### config.mk
export PLATFORM = sky130hd
export DESIGN_NAME = two_top
export DESIGN_NICKNAME = d
export VERILOG_FILES = /design/src/shared/two_pkg.sv /design/src/logic/two_top.sv
export VERILOG_INCLUDE_DIRS = /design/src /design/src/shared
export SDC_FILE = /design/constraint.sdc
export NUM_CORES = 1
export LEC_CHECK = 0
export BUFFER_PORTS_ARGS = -buffer_cell sky130_fd_sc_hd__buf_4
export CAP_MARGIN = 20
export CORE_AREA = 8 8 221 223
export CTS_BUF_LIST = sky130_fd_sc_hd__clkbuf_8
export CTS_CLUSTER_DIAMETER = 150
export CTS_CLUSTER_SIZE = 20
export DETAILED_ROUTE_END_ITERATION = 10
export DIE_AREA = 0 0 229 231
export MAX_ROUTING_LAYER = met4
export PLACE_DENSITY_LB_ADDON = 0.2
export SYNTH_ARGS = -nofsm -noshare
export SYNTH_HDL_FRONTEND = slang
export SYNTH_SLANG_ARGS = --single-unit
### constraint.sdc
create_clock -name clk_i -period 14.7 [get_ports clk_i]
set_input_delay 0.735 -clock clk_i [delete_from_list [all_inputs] [get_ports clk_i]]
set_output_delay 0.735 -clock clk_i [all_outputs]
set_load 0.005 [all_outputs]
### src/shared/two_map.svh
// Register offsets, field positions, reset values and timing counts of the timer waveform outputs.
// Assumes the includer works with an 8-bit byte address and a 200 MHz core clock.
`ifndef TWO_MAP_SVH
`define TWO_MAP_SVH

// Byte offsets of the registers.
`define TWO_ADDR_CTRL 8'h00
`define TWO_ADDR_VALUE 8'h04
`define TWO_ADDR_STATUS 8'h08
`define TWO_ADDR_CARRIER 8'h0C
`define TWO_ADDR_PAT_BASE 8'h40

// Field positions of the control register.
`define TWO_CTRL_MODE_LSB 0
`define TWO_CTRL_CS_LSB 3
`define TWO_CTRL_INV_BIT 6
`define TWO_CTRL_EDGE_LSB 7

// Field positions of the status register.
`define TWO_ST_WAVE_BIT 0
`define TWO_ST_RUN_BIT 1
`define TWO_ST_BUSY_BIT 2
`define TWO_ST_PEND_BIT 3
`define TWO_ST_TO_BIT 4

// Reset value of the modulation half period, in ticks.
`define TWO_CARRIER_RST 16'h0001

// Core clock rate and time figures.
`define TWO_CLK_MHZ 200
`define TWO_TICK_NS 2000
// The tick lasts 2000 ns divided by the clock rate in MHz, which is two core clocks at any rate.
`define TWO_TICK_BASE_CYC (`TWO_TICK_NS / 1000)
`define TWO_GATE_BASE_CYC 256
`define TWO_SYNC_TO_US 10000
`define TWO_SYNC_TO_CYC (`TWO_SYNC_TO_US * `TWO_CLK_MHZ)

// Waveform periods in ticks.
`define TWO_SHORT_TOP 16'h00FF
`define TWO_LONG_TOP 16'hFFFF
`define TWO_HALF_SHORT 16'h0080

`endif

### src/shared/two_pkg.sv
// Types shared by the timer waveform outputs.
// Assumes nothing beyond a SystemVerilog compiler.
package two_pkg;

  // Output modes selected by the control register.
  typedef enum logic [2:0] {
    TWO_MODE_FREQ,
    TWO_MODE_IR,
    TWO_MODE_ONESHOT,
    TWO_MODE_TRAIN,
    TWO_MODE_PWM_SHORT,
    TWO_MODE_PWM_LONG,
    TWO_MODE_GATE
  } two_mode_t;

  // Active sync edge for the phase-delay gate mode.
  typedef enum logic [1:0] {
    TWO_EDGE_RISE,
    TWO_EDGE_FALL,
    TWO_EDGE_BOTH
  } two_edge_t;

endpackage

### src/logic/two_top.sv
// Timer waveform outputs: frequency, burst pattern, single pulse, pulse train,
// short and long pulse width, and phase-delayed gate pulses from a sync input.
// Assumes sync_i and the register port are synchronous to clk_i.
//
// Decided for this implementation: the register addresses and strobed register access.
`timescale 1ns/1ps
`include "two_map.svh"

module two_top import two_pkg::*; #(
  parameter int PAT_DEPTH = 16,
  parameter int SYNC_TO_CYC = `TWO_SYNC_TO_CYC
) (
  // Clock and reset.
  input wire logic clk_i,
  input wire logic rst_i,
  // Register port.
  input wire logic [7:0] addr_i,
  input wire logic [31:0] wr_data_i,
  input wire logic wr_i,
  input wire logic rd_i,
  output logic [31:0] rd_data_o,
  // Sync input and waveform outputs.
  input wire logic sync_i,
  output logic wave_o,
  output logic busy_o
);

  localparam int IW = $clog2(PAT_DEPTH);

  // All state of the block.
  typedef struct packed {
    two_mode_t mode;
    logic [2:0] cs;
    logic inv;
    two_edge_t edge_sel;
    logic [15:0] carrier;
    logic [PAT_DEPTH-1:0][15:0] pat;
    logic [8:0] pre;
    logic [15:0] cnt;
    logic [15:0] phase;
    logic [15:0] cur;
    logic [15:0] pend;
    logic pend_v;
    logic run;
    logic lvl;
    logic [15:0] pulses;
    logic [IW:0] idx;
    logic [IW:0] len;
    logic [15:0] car_cnt;
    logic car_lvl;
    logic sync_q;
    logic dly_run;
    logic gate_req;
    logic gate_on;
    logic [7:0] gate_div;
    logic [31:0] to_cnt;
    logic to_flag;
    logic busy;
    logic wave;
    logic [31:0] rd_data;
  } two_state_t;

  two_state_t s;
  two_state_t next_s;

  // Tells whether an address falls in the pattern array window.
  function automatic logic is_pat(input logic [7:0] a);
    is_pat = (a >= `TWO_ADDR_PAT_BASE) && (a < `TWO_ADDR_PAT_BASE + 8'(PAT_DEPTH * 4));
  endfunction

  logic tick;
  logic gate_tick;
  logic rise;
  logic fall;
  logic act_edge;
  logic [15:0] cnt_inc;
  logic [15:0] top;
  logic [IW-1:0] pidx;

  // Prescaler tick, gate clock and sync edge detection.
  always_comb begin
    tick = (s.pre == 9'((`TWO_TICK_BASE_CYC << s.cs) - 1));
    gate_tick = (s.gate_div == 8'(`TWO_GATE_BASE_CYC - 1));
    rise = sync_i & ~s.sync_q;
    fall = ~sync_i & s.sync_q;
    act_edge = (s.edge_sel == TWO_EDGE_RISE) ? rise :
               (s.edge_sel == TWO_EDGE_FALL) ? fall : (rise | fall);
    cnt_inc = s.cnt + 16'h0001;
    top = (s.mode == TWO_MODE_PWM_LONG) ? `TWO_LONG_TOP : `TWO_SHORT_TOP;
    pidx = IW'((addr_i - `TWO_ADDR_PAT_BASE) >> 2);
  end

  // Next-state logic for all modes and the register port.
  // The prescaler runs freely but restarts when frequency or pulse-width output starts, and yields one tick every two clocks shifted left by the clock select.
  // Every counter but the prescaler, the gate clock divider and the sync timeout advances only on a tick, so the clock select scales only those alike.
  // The gate clock divider runs on its own and never restarts, so gate pulses sit on a fixed grid.
  // The sync sample is refreshed every clock; an edge is a change against the previous sample.
  // Read data are cleared every cycle, so a read answer stands for exactly one clock.
  //
  // Frequency mode toggles the level every time the counter reaches the applied half period.
  // A period written while the wave runs is parked and loaded as a low half ends, so no
  // half period is ever cut short or stretched by an update.
  //
  // Single-pulse mode holds the asserted level until the counter reaches the duration.
  // Each write reloads the duration and clears the counter, which makes the pulse retriggerable.
  // Because the prescaler is not restarted here, the pulse may be up to one tick short.
  //
  // Pulse-train mode walks a phase of 256 ticks; the first half of each phase is high.
  // The pulse counter drops as each phase wraps, and busy falls with the last wrap only.
  //
  // The two pulse-width modes share one phase counter that wraps at the mode's top value.
  // A new duty value is held pending and loaded as the phase wraps, never in mid-period.
  //
  // Burst-pattern mode steps through the pattern array; even entries carry modulation,
  // odd entries are silent gaps. The modulation restarts high at every entry boundary so
  // that each burst begins with a full half period of the carrier.
  //
  // Gate mode waits for an active sync edge, loads any pending delay, counts the delay
  // in ticks and then requests a gate pulse. The request is served at the next gate clock
  // boundary and the pulse lasts exactly one gate clock period.
  // While an update is pending and no edge comes, a timeout releases the requester; the
  // update stays pending and is still taken at a later edge.
  always_comb begin
    next_s = s;
    next_s.pre = tick ? 9'h000 : s.pre + 9'h001;
    next_s.gate_div = s.gate_div + 8'h01;
    next_s.sync_q = sync_i;
    next_s.rd_data = 32'h0000_0000;

    // Per-tick waveform progress.
    if (tick && s.run) begin
      case (s.mode)
        TWO_MODE_FREQ: begin
          next_s.cnt = cnt_inc;
          if (cnt_inc >= s.cur) begin
            next_s.cnt = 16'h0000;
            next_s.lvl = ~s.lvl;
            if (!s.lvl && s.pend_v) begin
              next_s.cur = s.pend;
              next_s.pend_v = 1'b0;
            end
          end
        end
        TWO_MODE_ONESHOT: begin
          next_s.cnt = cnt_inc;
          if (cnt_inc >= s.cur) begin
            next_s.run = 1'b0;
            next_s.lvl = 1'b0;
          end
        end
        TWO_MODE_TRAIN: begin
          next_s.phase = (s.phase + 16'h0001) & `TWO_SHORT_TOP;
          next_s.lvl = (next_s.phase < `TWO_HALF_SHORT);
          if (s.phase == `TWO_SHORT_TOP) begin
            next_s.pulses = s.pulses - 16'h0001;
            if (s.pulses == 16'h0001) begin
              next_s.run = 1'b0;
              next_s.busy = 1'b0;
              next_s.lvl = 1'b0;
            end
          end
        end
        TWO_MODE_PWM_SHORT, TWO_MODE_PWM_LONG: begin
          next_s.phase = (s.phase == top) ? 16'h0000 : s.phase + 16'h0001;
          if (s.phase == top && s.pend_v) begin
            next_s.cur = s.pend;
            next_s.pend_v = 1'b0;
          end
          next_s.lvl = (next_s.phase < next_s.cur);
        end
        TWO_MODE_IR: begin
          next_s.cnt = cnt_inc;
          next_s.car_cnt = s.car_cnt + 16'h0001;
          if (s.car_cnt + 16'h0001 >= s.carrier) begin
            next_s.car_cnt = 16'h0000;
            next_s.car_lvl = ~s.car_lvl;
          end
          if (cnt_inc >= s.pat[s.idx[IW-1:0]]) begin
            next_s.cnt = 16'h0000;
            next_s.idx = s.idx + 1'b1;
            next_s.car_cnt = 16'h0000;
            next_s.car_lvl = 1'b1;
            if (s.idx + 1'b1 >= s.len) begin
              next_s.run = 1'b0;
              next_s.busy = 1'b0;
            end
          end
          next_s.lvl = next_s.run & ~next_s.idx[0] & next_s.car_lvl;
        end
        TWO_MODE_GATE: begin
          if (s.dly_run) begin
            next_s.cnt = cnt_inc;
            if (cnt_inc > s.cur) begin
              next_s.dly_run = 1'b0;
              next_s.gate_req = 1'b1;
            end
          end
        end
        default: begin
        end
      endcase
    end

    // Gate mode: sync edges, pending update and its timeout.
    if (s.mode == TWO_MODE_GATE) begin
      if (gate_tick) begin
        next_s.gate_on = next_s.gate_req;
        next_s.gate_req = 1'b0;
      end
      if (act_edge && (s.run || s.pend_v)) begin
        if (s.pend_v) begin
          next_s.cur = s.pend;
          next_s.pend_v = 1'b0;
          next_s.busy = 1'b0;
          next_s.run = 1'b1;
        end
        next_s.dly_run = 1'b1;
        next_s.cnt = 16'h0000;
      end else if (s.pend_v && s.busy) begin
        next_s.to_cnt = s.to_cnt + 32'h0000_0001;
        if (s.to_cnt >= 32'(SYNC_TO_CYC - 1)) begin
          next_s.busy = 1'b0;
          next_s.to_flag = 1'b1;
        end
      end
    end

    // Register writes.
    if (wr_i) begin
      if (addr_i == `TWO_ADDR_CTRL) begin
        next_s.mode = two_mode_t'(wr_data_i[`TWO_CTRL_MODE_LSB +: 3]);
        next_s.cs = wr_data_i[`TWO_CTRL_CS_LSB +: 3];
        next_s.inv = wr_data_i[`TWO_CTRL_INV_BIT];
        next_s.edge_sel = two_edge_t'(wr_data_i[`TWO_CTRL_EDGE_LSB +: 2]);
        next_s.run = 1'b0;
        next_s.busy = 1'b0;
        next_s.lvl = 1'b0;
        next_s.pend_v = 1'b0;
        next_s.dly_run = 1'b0;
        next_s.gate_req = 1'b0;
        next_s.gate_on = 1'b0;
        next_s.to_flag = 1'b0;
      end else if (addr_i == `TWO_ADDR_VALUE) begin
        case (s.mode)
          TWO_MODE_FREQ, TWO_MODE_PWM_SHORT, TWO_MODE_PWM_LONG: begin
            if ((wr_data_i[15:0] & top) == 16'h0000 && s.mode != TWO_MODE_FREQ ||
                wr_data_i[15:0] == 16'h0000) begin
              next_s.run = 1'b0;
              next_s.lvl = 1'b0;
              next_s.pend_v = 1'b0;
              next_s.cur = 16'h0000;
            end else if (!s.run) begin
              // Restarting the prescaler makes the first half period as long as every later one.
              next_s.pre = 9'h000;
              next_s.run = 1'b1;
              next_s.cur = (s.mode == TWO_MODE_FREQ) ? wr_data_i[15:0] : wr_data_i[15:0] & top;
              next_s.cnt = 16'h0000;
              next_s.phase = 16'h0000;
              next_s.lvl = 1'b1;
            end else begin
              next_s.pend = (s.mode == TWO_MODE_FREQ) ? wr_data_i[15:0] : wr_data_i[15:0] & top;
              next_s.pend_v = 1'b1;
            end
          end
          TWO_MODE_ONESHOT: begin
            next_s.cur = wr_data_i[15:0];
            next_s.cnt = 16'h0000;
            next_s.run = (wr_data_i[15:0] != 16'h0000);
            next_s.lvl = (wr_data_i[15:0] != 16'h0000);
          end
          TWO_MODE_TRAIN: begin
            next_s.pulses = wr_data_i[15:0];
            next_s.run = (wr_data_i[15:0] != 16'h0000);
            next_s.busy = (wr_data_i[15:0] != 16'h0000);
            next_s.phase = 16'h0000;
            next_s.lvl = (wr_data_i[15:0] != 16'h0000);
          end
          TWO_MODE_IR: begin
            next_s.len = wr_data_i[IW:0];
            next_s.idx = '0;
            next_s.cnt = 16'h0000;
            next_s.car_cnt = 16'h0000;
            next_s.car_lvl = 1'b1;
            next_s.run = (wr_data_i[IW:0] != '0);
            next_s.busy = (wr_data_i[IW:0] != '0);
            next_s.lvl = (wr_data_i[IW:0] != '0);
          end
          TWO_MODE_GATE: begin
            next_s.pend = wr_data_i[15:0];
            next_s.pend_v = 1'b1;
            next_s.busy = 1'b1;
            next_s.to_cnt = 32'h0000_0000;
            next_s.to_flag = 1'b0;
          end
          default: begin
          end
        endcase
      end else if (addr_i == `TWO_ADDR_CARRIER) begin
        next_s.carrier = wr_data_i[15:0];
      end else if (is_pat(addr_i)) begin
        next_s.pat[pidx] = wr_data_i[15:0];
      end
    end

    // Register reads; data stand one cycle after the strobe.
    if (rd_i) begin
      if (addr_i == `TWO_ADDR_CTRL) begin
        next_s.rd_data = {23'h00_0000, s.edge_sel, s.inv, s.cs, s.mode};
      end else if (addr_i == `TWO_ADDR_VALUE) begin
        next_s.rd_data = {16'h0000, s.cur};
      end else if (addr_i == `TWO_ADDR_STATUS) begin
        next_s.rd_data = {27'h000_0000, s.to_flag, s.pend_v, s.busy, s.run, s.wave};
      end else if (addr_i == `TWO_ADDR_CARRIER) begin
        next_s.rd_data = {16'h0000, s.carrier};
      end else if (is_pat(addr_i)) begin
        next_s.rd_data = {16'h0000, s.pat[pidx]};
      end else begin
        next_s.rd_data = 32'h0000_0000;
      end
    end

    // Output level with polarity option.
    next_s.wave = s.inv ^ ((s.mode == TWO_MODE_GATE) ? next_s.gate_on : next_s.lvl);
  end

  // State register.
  // Reset clears every field but the carrier, which leaves frequency mode selected with the output at rest.
  // The carrier half period alone resets to one tick so that a burst never stalls on zero.
  // All outputs are taken straight from fields of this register, so none of them glitches.
  always_ff @(posedge clk_i or posedge rst_i) begin
    if (rst_i) begin
      s <= '0;
      s.carrier <= `TWO_CARRIER_RST;
    end else begin
      s <= next_s;
    end
  end

  assign rd_data_o = s.rd_data;
  assign wave_o = s.wave;
  assign busy_o = s.busy;

endmodule // two_top

==> impl_metrics.xml, run 1 <==
<?xml version="1.0" encoding="UTF-8"?>
<metrics>
  <group name="outcome">
    <metric name="run_status" unit="">completed</metric>
  </group>
  <group name="setup_path">
    <metric name="cp.arrival" unit="ns">6.76</metric>
    <metric name="worstSetupEndpoint" unit="">s[181]</metric>
    <metric name="worstPathBufferInverterCount" unit="">3</metric>
    <metric name="critical_path.reg2reg.endpoint" unit="">s[181]</metric>
    <metric name="critical_path_cell_by_cell" unit="">buf_4 &gt; buf_4 &gt; mux2_2 &gt; o21ai_0 &gt; a21oi_1 &gt; o21a_1 &gt; a221oi_1 &gt; ha_1 &gt; inv_1 &gt; o21ai_0 &gt; nand3_1 &gt; a21o_1 &gt; a31oi_1 &gt; a211oi_2 &gt; o21ai_0 &gt; a21oi_1</metric>
    <metric name="crit_path_end_kind" unit="">register</metric>
    <metric name="reg2regPathDepth" unit="">16</metric>
    <metric name="r2r_setup_slack" unit="ns">8.54</metric>
    <metric name="r2r_start" unit="">s[101]</metric>
    <metric name="cp.required" unit="ns">15.30</metric>
    <metric name="crit_top_cell" unit="">o21ai_0</metric>
    <metric name="worst-path-stages" unit="">16</metric>
    <metric name="cp_max_fo" unit="">47</metric>
    <metric name="crit_path_start_kind" unit="">register</metric>
    <metric name="crit_family" unit="">compound AO/OA/AOI/OAI gates</metric>
    <metric name="worst_path_max_delay_cell" unit="">a211oi_2</metric>
    <metric name="crit_type" unit="">register to register</metric>
    <metric name="crit_path_max_incr_delay" unit="ns">0.92</metric>
    <metric name="start_point_of_the_critical_path" unit="">s[101]</metric>
  </group>
  <group name="timing">
    <metric name="final_min_period_over_clock_period" unit="%">41.9</metric>
    <metric name="worst-slew-pin-transition" unit="ns">1.22</metric>
    <metric name="slew-limit-headroom" unit="%">18.7</metric>
    <metric name="final_layout_setup_total_negative_slack" unit="ns">0</metric>
    <metric name="final_setup_violations" unit="">0</metric>
    <metric name="layout_min_cycle_time" unit="ns">6.16</metric>
    <metric name="fin_skew" unit="ns">0.0579</metric>
    <metric name="maxClockFrequency" unit="GHz">0.162</metric>
    <metric name="rsz0062_at_grt" unit="">false</metric>
    <metric name="slew_viol_final" unit="">0</metric>
    <metric name="whs" unit="ns">0.173</metric>
    <metric name="finalHoldViolations" unit="">0</metric>
  </group>
  <group name="power">
    <metric name="total_power" unit="W">0.00309</metric>
    <metric name="netSwitchingPower" unit="W">0.00107</metric>
    <metric name="combinationalPowerShare" unit="%">30.5</metric>
    <metric name="sequentialPowerShare" unit="%">50.4</metric>
    <metric name="pwr-share-clk" unit="%">19.2</metric>
    <metric name="peakVddDrop" unit="mV">0.0828</metric>
    <metric name="static-leakage-power" unit="nW">12.9</metric>
    <metric name="power.density" unit="nW/µm²">107</metric>
    <metric name="power.switching_fraction" unit="%">34.6</metric>
    <metric name="p_int" unit="W">0.00202</metric>
  </group>
  <group name="cts">
    <metric name="cts_num_sinks" unit="">463</metric>
    <metric name="cts.repair.resized" unit="">0</metric>
    <metric name="maximum_level_of_the_cts_h_tree" unit="">1</metric>
    <metric name="clk_transition_reported_paths" unit="ns">0.14</metric>
    <metric name="root_buffer" unit="">clkbuf_8</metric>
    <metric name="tritoncts_clock_tree" unit="">done</metric>
    <metric name="ctsHoldBuffers" unit="">0</metric>
    <metric name="clock_latency" unit="ns">0.70</metric>
    <metric name="tritoncts.num_buffers" unit="">27</metric>
    <metric name="post_cts.repair.setup_buffers" unit="">0</metric>
    <metric name="cts.path.max_buffers" unit="">3</metric>
  </group>
  <group name="global_route">
    <metric name="grt_use_total" unit="%">29.9</metric>
    <metric name="antenna_found_initial" unit="">3</metric>
    <metric name="grt_max_degree" unit="">206</metric>
    <metric name="grt_first_pass_wirelength" unit="mm">122</metric>
    <metric name="grt_pass1_vias" unit="">21100</metric>
    <metric name="gr-total-overflow" unit="">0</metric>
  </group>
  <group name="cells_and_area">
    <metric name="post_layout_nonfiller_instances" unit="">3090</metric>
    <metric name="post_route_cell_area" unit="µm²">28800</metric>
    <metric name="area_growth" unit="%">4.03</metric>
    <metric name="layout-drive-gt1-share" unit="%">23.1</metric>
    <metric name="design.final.nets" unit="">2602</metric>
  </group>
  <group name="die">
    <metric name="floorplan.die.height" unit="µm">231</metric>
    <metric name="fp-row-count" unit="">78</metric>
    <metric name="std_cell_core_area" unit="µm²">45100</metric>
    <metric name="die-width" unit="µm">229</metric>
    <metric name="floorplan.initialDensity" unit="%">61.4</metric>
    <metric name="pin_count" unit="">79</metric>
    <metric name="dieArea" unit="µm²">52900</metric>
  </group>
  <group name="job">
    <metric name="cap_violations" unit="">0</metric>
  </group>
  <group name="routing">
    <metric name="dr.first_iter.drc_count" unit="">1973</metric>
    <metric name="drc" unit="">0</metric>
    <metric name="post_drt_via_cell_ratio" unit="">6.85</metric>
    <metric name="detail-route-antenna-nets" unit="">0</metric>
    <metric name="detail_route.first_pass.iterations" unit="">6</metric>
    <metric name="via_count" unit="">21200</metric>
    <metric name="mean_routed_wirelength_per_cell" unit="µm">25.3</metric>
    <metric name="wirelength" unit="mm">78.1</metric>
  </group>
  <group name="logic_synthesis">
    <metric name="largest_family_of_logic_cells_by_synthesized_area" unit="">multiplexers</metric>
    <metric name="netlist_instances" unit="">2545</metric>
    <metric name="synth.avg_cell_area" unit="µm²">10.9</metric>
    <metric name="synthesis.area" unit="µm²">27700</metric>
    <metric name="post_synth_xor_area_fraction" unit="%">2.12</metric>
    <metric name="ys_top_cells_by_count" unit="">dfrtp_1 (462), mux2_2 (281), nand2_1 (172)</metric>
    <metric name="synth_seq_cells" unit="">463</metric>
    <metric name="synthDistinctLibCells" unit="">87</metric>
    <metric name="synth_sequential_area_ratio" unit="%">41.9</metric>
    <metric name="synth_compound_area_share" unit="%">12.9</metric>
    <metric name="synth_simple_gate_area_share" unit="%">11.4</metric>
    <metric name="synth_area_leaders" unit="">dfrtp_1 (42%), mux2_2 (11%), mux4_2 (9.5%)</metric>
    <metric name="post-synth-top-area-fraction" unit="%">41.8</metric>
    <metric name="yosysTopAreaCell" unit="">dfrtp_1</metric>
    <metric name="synth.most_common_cell" unit="">dfrtp_1</metric>
    <metric name="synth_warnings" unit="">0</metric>
    <metric name="post_synth_fa_ha_maj_area_fraction" unit="%">3.62</metric>
    <metric name="synth-main-ff-cell" unit="">dfrtp_1</metric>
    <metric name="synth.mux.area_fraction" unit="%">23.8</metric>
    <metric name="synthArstFlopShare" unit="%">100</metric>
    <metric name="synth-edff-count" unit="">0</metric>
  </group>
  <group name="placement">
    <metric name="post-place-cells" unit="">3046</metric>
    <metric name="place_area" unit="µm²">28300</metric>
    <metric name="port_buffers" unit="">46</metric>
    <metric name="place.detailed.hpwl" unit="mm">51.4</metric>
    <metric name="place_congestion" unit="">0.955</metric>
  </group>
  <group name="worst_hold_path">
    <metric name="min_path_cells" unit="">1</metric>
    <metric name="hold_path.class" unit="">input pin to register</metric>
  </group>
</metrics>
## power groups by stage
stage	Clock [W]	Sequential (W)	Combinational, W
after floorplan	0	0.00152	0.000723
after global placement	0	0.00156	0.000892
after detailed placement	0	0.00157	0.000929
after CTS	0.000603	0.00155	0.000934
after global routing	0.000647	0.00157	0.00105
final	0.000592	0.00155	0.000940
## state kept, by name (all words and copies together), names as in the netlist
name,cells
rd_data_o,16
s,445
wave_o,1
busy_o,1
## per-layer routing
metal  wire length (µm)  vias up  global-route usage, %
met4               4170        0                   13.8
met1              31100    10700                   38.1
met3               6810      248                   5.47
li1                   -     9244                      -
met2              36100     1007                   46.4
met5                  0        -                      -
## through the flow
step | utilization (%) | worst slack, ns
finish | 63.9 | 8.54
global route | 63.9 | 8.14
CTS | 63.8 | 8.61
detailed placement | 62.8 | 8.61
global placement | 62.7 | 8.23
floorplan | - | 1.06
## cells in the final DEF, fill, tap and decap left out, types with 29 or more instances in the layout
cell,netlist,layout
and3_1,37,37
buf_4,33,86
mux2_2,281,281
mux2i_1,80,80
a221oi_1,32,32
dfrtp_1,462,461
nand3_1,65,65
mux4_2,117,117
nor3_1,32,29
ha_1,80,80
xor2_1,40,40
a21oi_1,137,137
o21ai_0,151,151
nand2_1,172,172
inv_1,67,76
a22oi_1,42,42
nor2_1,154,144
## worst min path at each step
stage	to	start
2_1_floorplan	s[67]	s[67]
3_3_place_gp	s[54]	s[54]
3_5_place_dp	s[67]	s[67]
4_1_cts	s[78]	sync_i
5_1_grt	s[78]	sync_i
6_report	s[78]	sync_i
## area by class of cell
type | instances | area (µm²)
diodes | 3 | 7.51
clock buffers | 27 | 372
clock inverters | 12 | 65.1
fillers | 3563 | 16300
inverters | 68 | 263
multi-input cells | 1825 | 15000
flip-flops and latches | 463 | 11600
well taps | 600 | 751
repair buffers | 92 | 739
## cells by family after synthesis
kind of cell / after synthesis
AND/OR/NAND/NOR: 636
AO/OA/AOI/OAI: 548
multiplexers: 478
flip-flops: 463
buffers and inverters: 272
adder cells (fa/ha/maj): 80
XOR/XNOR: 67
other: 1
No activity file was read; power rests on OpenSTA's default activity.
==> run 2: changes to the inputs <==
Settings changed: ABC_AREA set to 1, CORE_AREA 8 8 221 223 to 8 8 217 219, DIE_AREA 0 0 229 231 to 0 0 225 227.
Clock period 14.7 ns to 5.9 ns, I/O delays scaled along.
==> run 2 against run 1 <==
Setup slack lost 7.7 ns; maximum frequency grew 22%; synthesized cell count grew 36%; utilization grew 0.56 points; first-iteration DRC count grew 75%; clock power grew to 2.5 times the previous value; critical path depth grew 7; largest cell class unchanged; sequential power grew 140%; global-route usage grew 4.4 points; non-clock buffer count grew 32.
==> impl_metrics.xml, run 2 <==
<?xml version="1.0" encoding="UTF-8"?>
<metrics>
  <group name="cts">
    <metric name="clock_latency" unit="ns">0.69</metric>
    <metric name="clk_transition_reported_paths" unit="ns">0.14</metric>
    <metric name="root_buffer" unit="">clkbuf_8</metric>
    <metric name="post_cts.repair.setup_buffers" unit="">0</metric>
    <metric name="cts.path.max_buffers" unit="">3</metric>
    <metric name="maximum_level_of_the_cts_h_tree" unit="">1</metric>
    <metric name="tritoncts.num_buffers" unit="">27</metric>
    <metric name="cts.repair.resized" unit="">0</metric>
    <metric name="tritoncts_clock_tree" unit="">done</metric>
    <metric name="cts_num_sinks" unit="">463</metric>
  </group>
  <group name="global_route">
    <metric name="gr-total-overflow" unit="">0</metric>
    <metric name="antenna_found_initial" unit="">4</metric>
    <metric name="grt_first_pass_wirelength" unit="mm">135</metric>
    <metric name="grt_max_degree" unit="">180</metric>
    <metric name="grt_pass1_vias" unit="">24300</metric>
    <metric name="grt_use_total" unit="%">34.3</metric>
  </group>
  <group name="timing">
    <metric name="finalHoldViolations" unit="">0</metric>
    <metric name="fin_skew" unit="ns">0.0329</metric>
    <metric name="slew-limit-headroom" unit="%">23.0</metric>
    <metric name="worst-slew-pin-transition" unit="ns">1.15</metric>
    <metric name="rsz0062_at_grt" unit="">false</metric>
    <metric name="final_min_period_over_clock_period" unit="%">85.2</metric>
    <metric name="whs" unit="ns">0.00514</metric>
    <metric name="final_setup_violations" unit="">0</metric>
    <metric name="slew_viol_final" unit="">0</metric>
    <metric name="layout_min_cycle_time" unit="ns">5.03</metric>
    <metric name="maxClockFrequency" unit="GHz">0.199</metric>
  </group>
  <group name="cells_and_area">
    <metric name="design.final.nets" unit="">3544</metric>
    <metric name="final_cell_mix" unit="">nand2_1 (740), o21ai_0 (560), dfrtp_1 (461)</metric>
    <metric name="post_route_cell_area" unit="µm²">28100</metric>
    <metric name="largest_register_ff_count" unit="">445</metric>
    <metric name="layout-drive-gt1-share" unit="%">5.45</metric>
    <metric name="layout_commonest_cell" unit="">nand2_1</metric>
    <metric name="area_growth" unit="%">5.01</metric>
    <metric name="largest-register" unit="">s</metric>
    <metric name="fillerInstances" unit="">3799</metric>
  </group>
  <group name="power">
    <metric name="static-leakage-power" unit="nW">13.3</metric>
    <metric name="power.density" unit="nW/µm²">213</metric>
    <metric name="total_power" unit="W">0.00599</metric>
    <metric name="peakVddDrop" unit="mV">0.256</metric>
  </group>
  <group name="setup_path">
    <metric name="worst_path_max_delay_cell" unit="">nor4_1</metric>
    <metric name="reg2regPathDepth" unit="">23</metric>
    <metric name="crit_path_max_incr_delay" unit="ns">0.64</metric>
    <metric name="cp_max_fo" unit="">23</metric>
    <metric name="crit_path_end_kind" unit="">register</metric>
    <metric name="worstPathBufferInverterCount" unit="">2</metric>
    <metric name="crit_path_start_kind" unit="">register</metric>
    <metric name="crit_type" unit="">register to register</metric>
    <metric name="r2r_start" unit="">s[173]</metric>
    <metric name="crit_family" unit="">simple AND/OR/NAND/NOR gates</metric>
    <metric name="critical_path.reg2reg.endpoint" unit="">s[147]</metric>
    <metric name="critical_path_cell_by_cell" unit="">inv_1 &gt; nor2_1 &gt; nand3_1 &gt; nor2_1 &gt; nand2_1 &gt; nor3_1 &gt; nand3_1 &gt; nor2_1 &gt; xor2_1 &gt; ha_1 &gt; nand2_1 &gt; nor4_1 &gt; nand2_1 &gt; nand3_1 &gt; nand2_1 &gt; inv_1 &gt; nand2_1 &gt; o21ai_0 &gt; a22oi_1 &gt; o21ai_0 &gt; nand2_1 &gt; nand2_1 &gt; nand2_1</metric>
    <metric name="crit_top_cell" unit="">nand2_1</metric>
    <metric name="r2r_setup_slack" unit="ns">0.87</metric>
    <metric name="cp.arrival" unit="ns">5.62</metric>
    <metric name="cp.required" unit="ns">6.49</metric>
  </group>
  <group name="placement">
    <metric name="port_buffers" unit="">46</metric>
    <metric name="place_area" unit="µm²">27500</metric>
    <metric name="place.detailed.hpwl" unit="mm">57.9</metric>
    <metric name="place_congestion" unit="">1.00</metric>
  </group>
  <group name="routing">
    <metric name="mean_routed_wirelength_per_cell" unit="µm">21.6</metric>
    <metric name="post_drt_via_cell_ratio" unit="">6.40</metric>
    <metric name="detail-route-antenna-nets" unit="">0</metric>
    <metric name="dr.first_iter.drc_count" unit="">3456</metric>
    <metric name="drc" unit="">0</metric>
    <metric name="detail_route.first_pass.iterations" unit="">7</metric>
    <metric name="via_count" unit="">25800</metric>
    <metric name="wirelength" unit="mm">86.8</metric>
  </group>
  <group name="logic_synthesis">
    <metric name="synth_warnings" unit="">0</metric>
    <metric name="synth_seq_cells" unit="">463</metric>
    <metric name="ys_top_cells_by_count" unit="">nand2_1 (740), o21ai_0 (560), dfrtp_1 (462)</metric>
    <metric name="yosysTopAreaCell" unit="">dfrtp_1</metric>
    <metric name="netlist_instances" unit="">3473</metric>
    <metric name="post_synth_fa_ha_maj_area_fraction" unit="%">3.74</metric>
    <metric name="post_synth_xor_area_fraction" unit="%">1.93</metric>
    <metric name="synth_compound_area_share" unit="%">23.5</metric>
    <metric name="synth.mux.area_fraction" unit="%">0.0374</metric>
    <metric name="largest_family_of_logic_cells_by_synthesized_area" unit="">compound AO/OA/AOI/OAI gates</metric>
    <metric name="synth_sequential_area_ratio" unit="%">43.3</metric>
    <metric name="synthesis.area" unit="µm²">26800</metric>
    <metric name="post-synth-top-area-fraction" unit="%">43.2</metric>
    <metric name="synth-edff-count" unit="">0</metric>
    <metric name="synth.avg_cell_area" unit="µm²">7.71</metric>
    <metric name="synth.most_common_cell" unit="">nand2_1</metric>
    <metric name="synth_simple_gate_area_share" unit="%">19.0</metric>
    <metric name="synthDistinctLibCells" unit="">61</metric>
    <metric name="synth-main-ff-cell" unit="">dfrtp_1</metric>
    <metric name="synthArstFlopShare" unit="%">100</metric>
    <metric name="synth_area_leaders" unit="">dfrtp_1 (43%), o21ai_0 (10%), nand2_1 (10%)</metric>
  </group>
  <group name="die">
    <metric name="pin_count" unit="">79</metric>
    <metric name="std_cell_core_area" unit="µm²">43600</metric>
    <metric name="die-width" unit="µm">225</metric>
    <metric name="fp-row-count" unit="">77</metric>
    <metric name="dieArea" unit="µm²">51100</metric>
    <metric name="floorplan.initialDensity" unit="%">61.3</metric>
    <metric name="floorplan.die.height" unit="µm">227</metric>
  </group>
  <group name="job">
    <metric name="cap_violations" unit="">0</metric>
  </group>
  <group name="worst_hold_path">
    <metric name="min_path_cells" unit="">4</metric>
    <metric name="worstHoldStart" unit="">addr_i[4]</metric>
    <metric name="hold_path.class" unit="">input pin to register</metric>
    <metric name="min_delay_worst_endpoint" unit="">s[214]</metric>
  </group>
  <group name="outcome">
    <metric name="run_status" unit="">completed</metric>
  </group>
</metrics>
## run 2: where the power goes
| group | switching [W] | total, W | leakage, nW | internal (W) |
|---|---|---|---|---|
| sequential | 0.000219 | 0.00365 | 5.89 | 0.00343 |
| clock | 0.00105 | 0.00148 | 0.257 | 0.000433 |
| combinational | 0.000577 | 0.000866 | 7.15 | 0.000289 |
| total | 0.00184 | 0.00599 | 13.3 | 0.00415 |
## run 2: how the worst max path moves through the flow
| stage | slack [ns] | endpoint | cells past startpoint | start |
|---|---|---|---|---|
| finish | 0.87 | s[147] | 23 | s[173] |
| detailed placement | 1.10 | s[153] | 23 | s[173] |
| floorplan | -0.66 | busy_o | 1 | rst_i |
| global placement | 1.31 | s[146] | 23 | s[173] |
| CTS | 1.07 | s[153] | 23 | s[173] |
| global route | 0.41 | s[153] | 22 | s[173] |
## run 2: worst min-delay path: cells and delay by family
kind	cells	cell delay (ns)
AND/OR/NAND/NOR	2	0.17
AO/OA/AOI/OAI	1	0.08
buffers and inverters	1	0.10
## run 2: cells by family after synthesis
family,after synthesis
simple gates,1205
compound gates,1093
buf+inv,571
flops,463
fa+ha+maj,80
xor+xnor,59
other cells,1
mux,1
## run 2: metal layers
layer	share of wire, %	vias to the layer above	GRT usage [%]
li1	-	11600	-
met1	39	12200	43.2
met2	44	1633	52.3
met3	11	353	6.61
met4	6.1	0	18.5
met5	0	-	-
## run 2: area by class of cell
cell class / instances / area, µm² / share of cell area, %
clock buffer: 27 / 372 / 1.32
inverter: 349 / 1320 / 4.68
multi-input combinational: 2454 / 13000 / 46.2
clock inverter: 12 / 65.1 / 0.231
antenna: 4 / 10.0 / 0.0356
tap: 592 / 741 / 2.63
sequential: 463 / 11600 / 41.2
timing repair buffer: 124 / 1030 / 3.68
## run 2: repair_timing
item,4_1_cts,5_1_grt
endpoints found under the setup margin,0,0
hold buffers,20,0
hold endpoints to repair,89,0
## run 2: per-stage QoR
stage	std cells	setup WS [ns]	TNS, ns	util (%)
2_1_floorplan	3488	-0.661	-305.45	-
3_3_place_gp	3959	1.31	0	62.9
3_5_place_dp	3960	1.10	0	62.9
4_1_cts	4019	1.07	0	64.4
5_1_grt	4025	0.414	0	64.4
6_report	4025	0.872	0	64.4
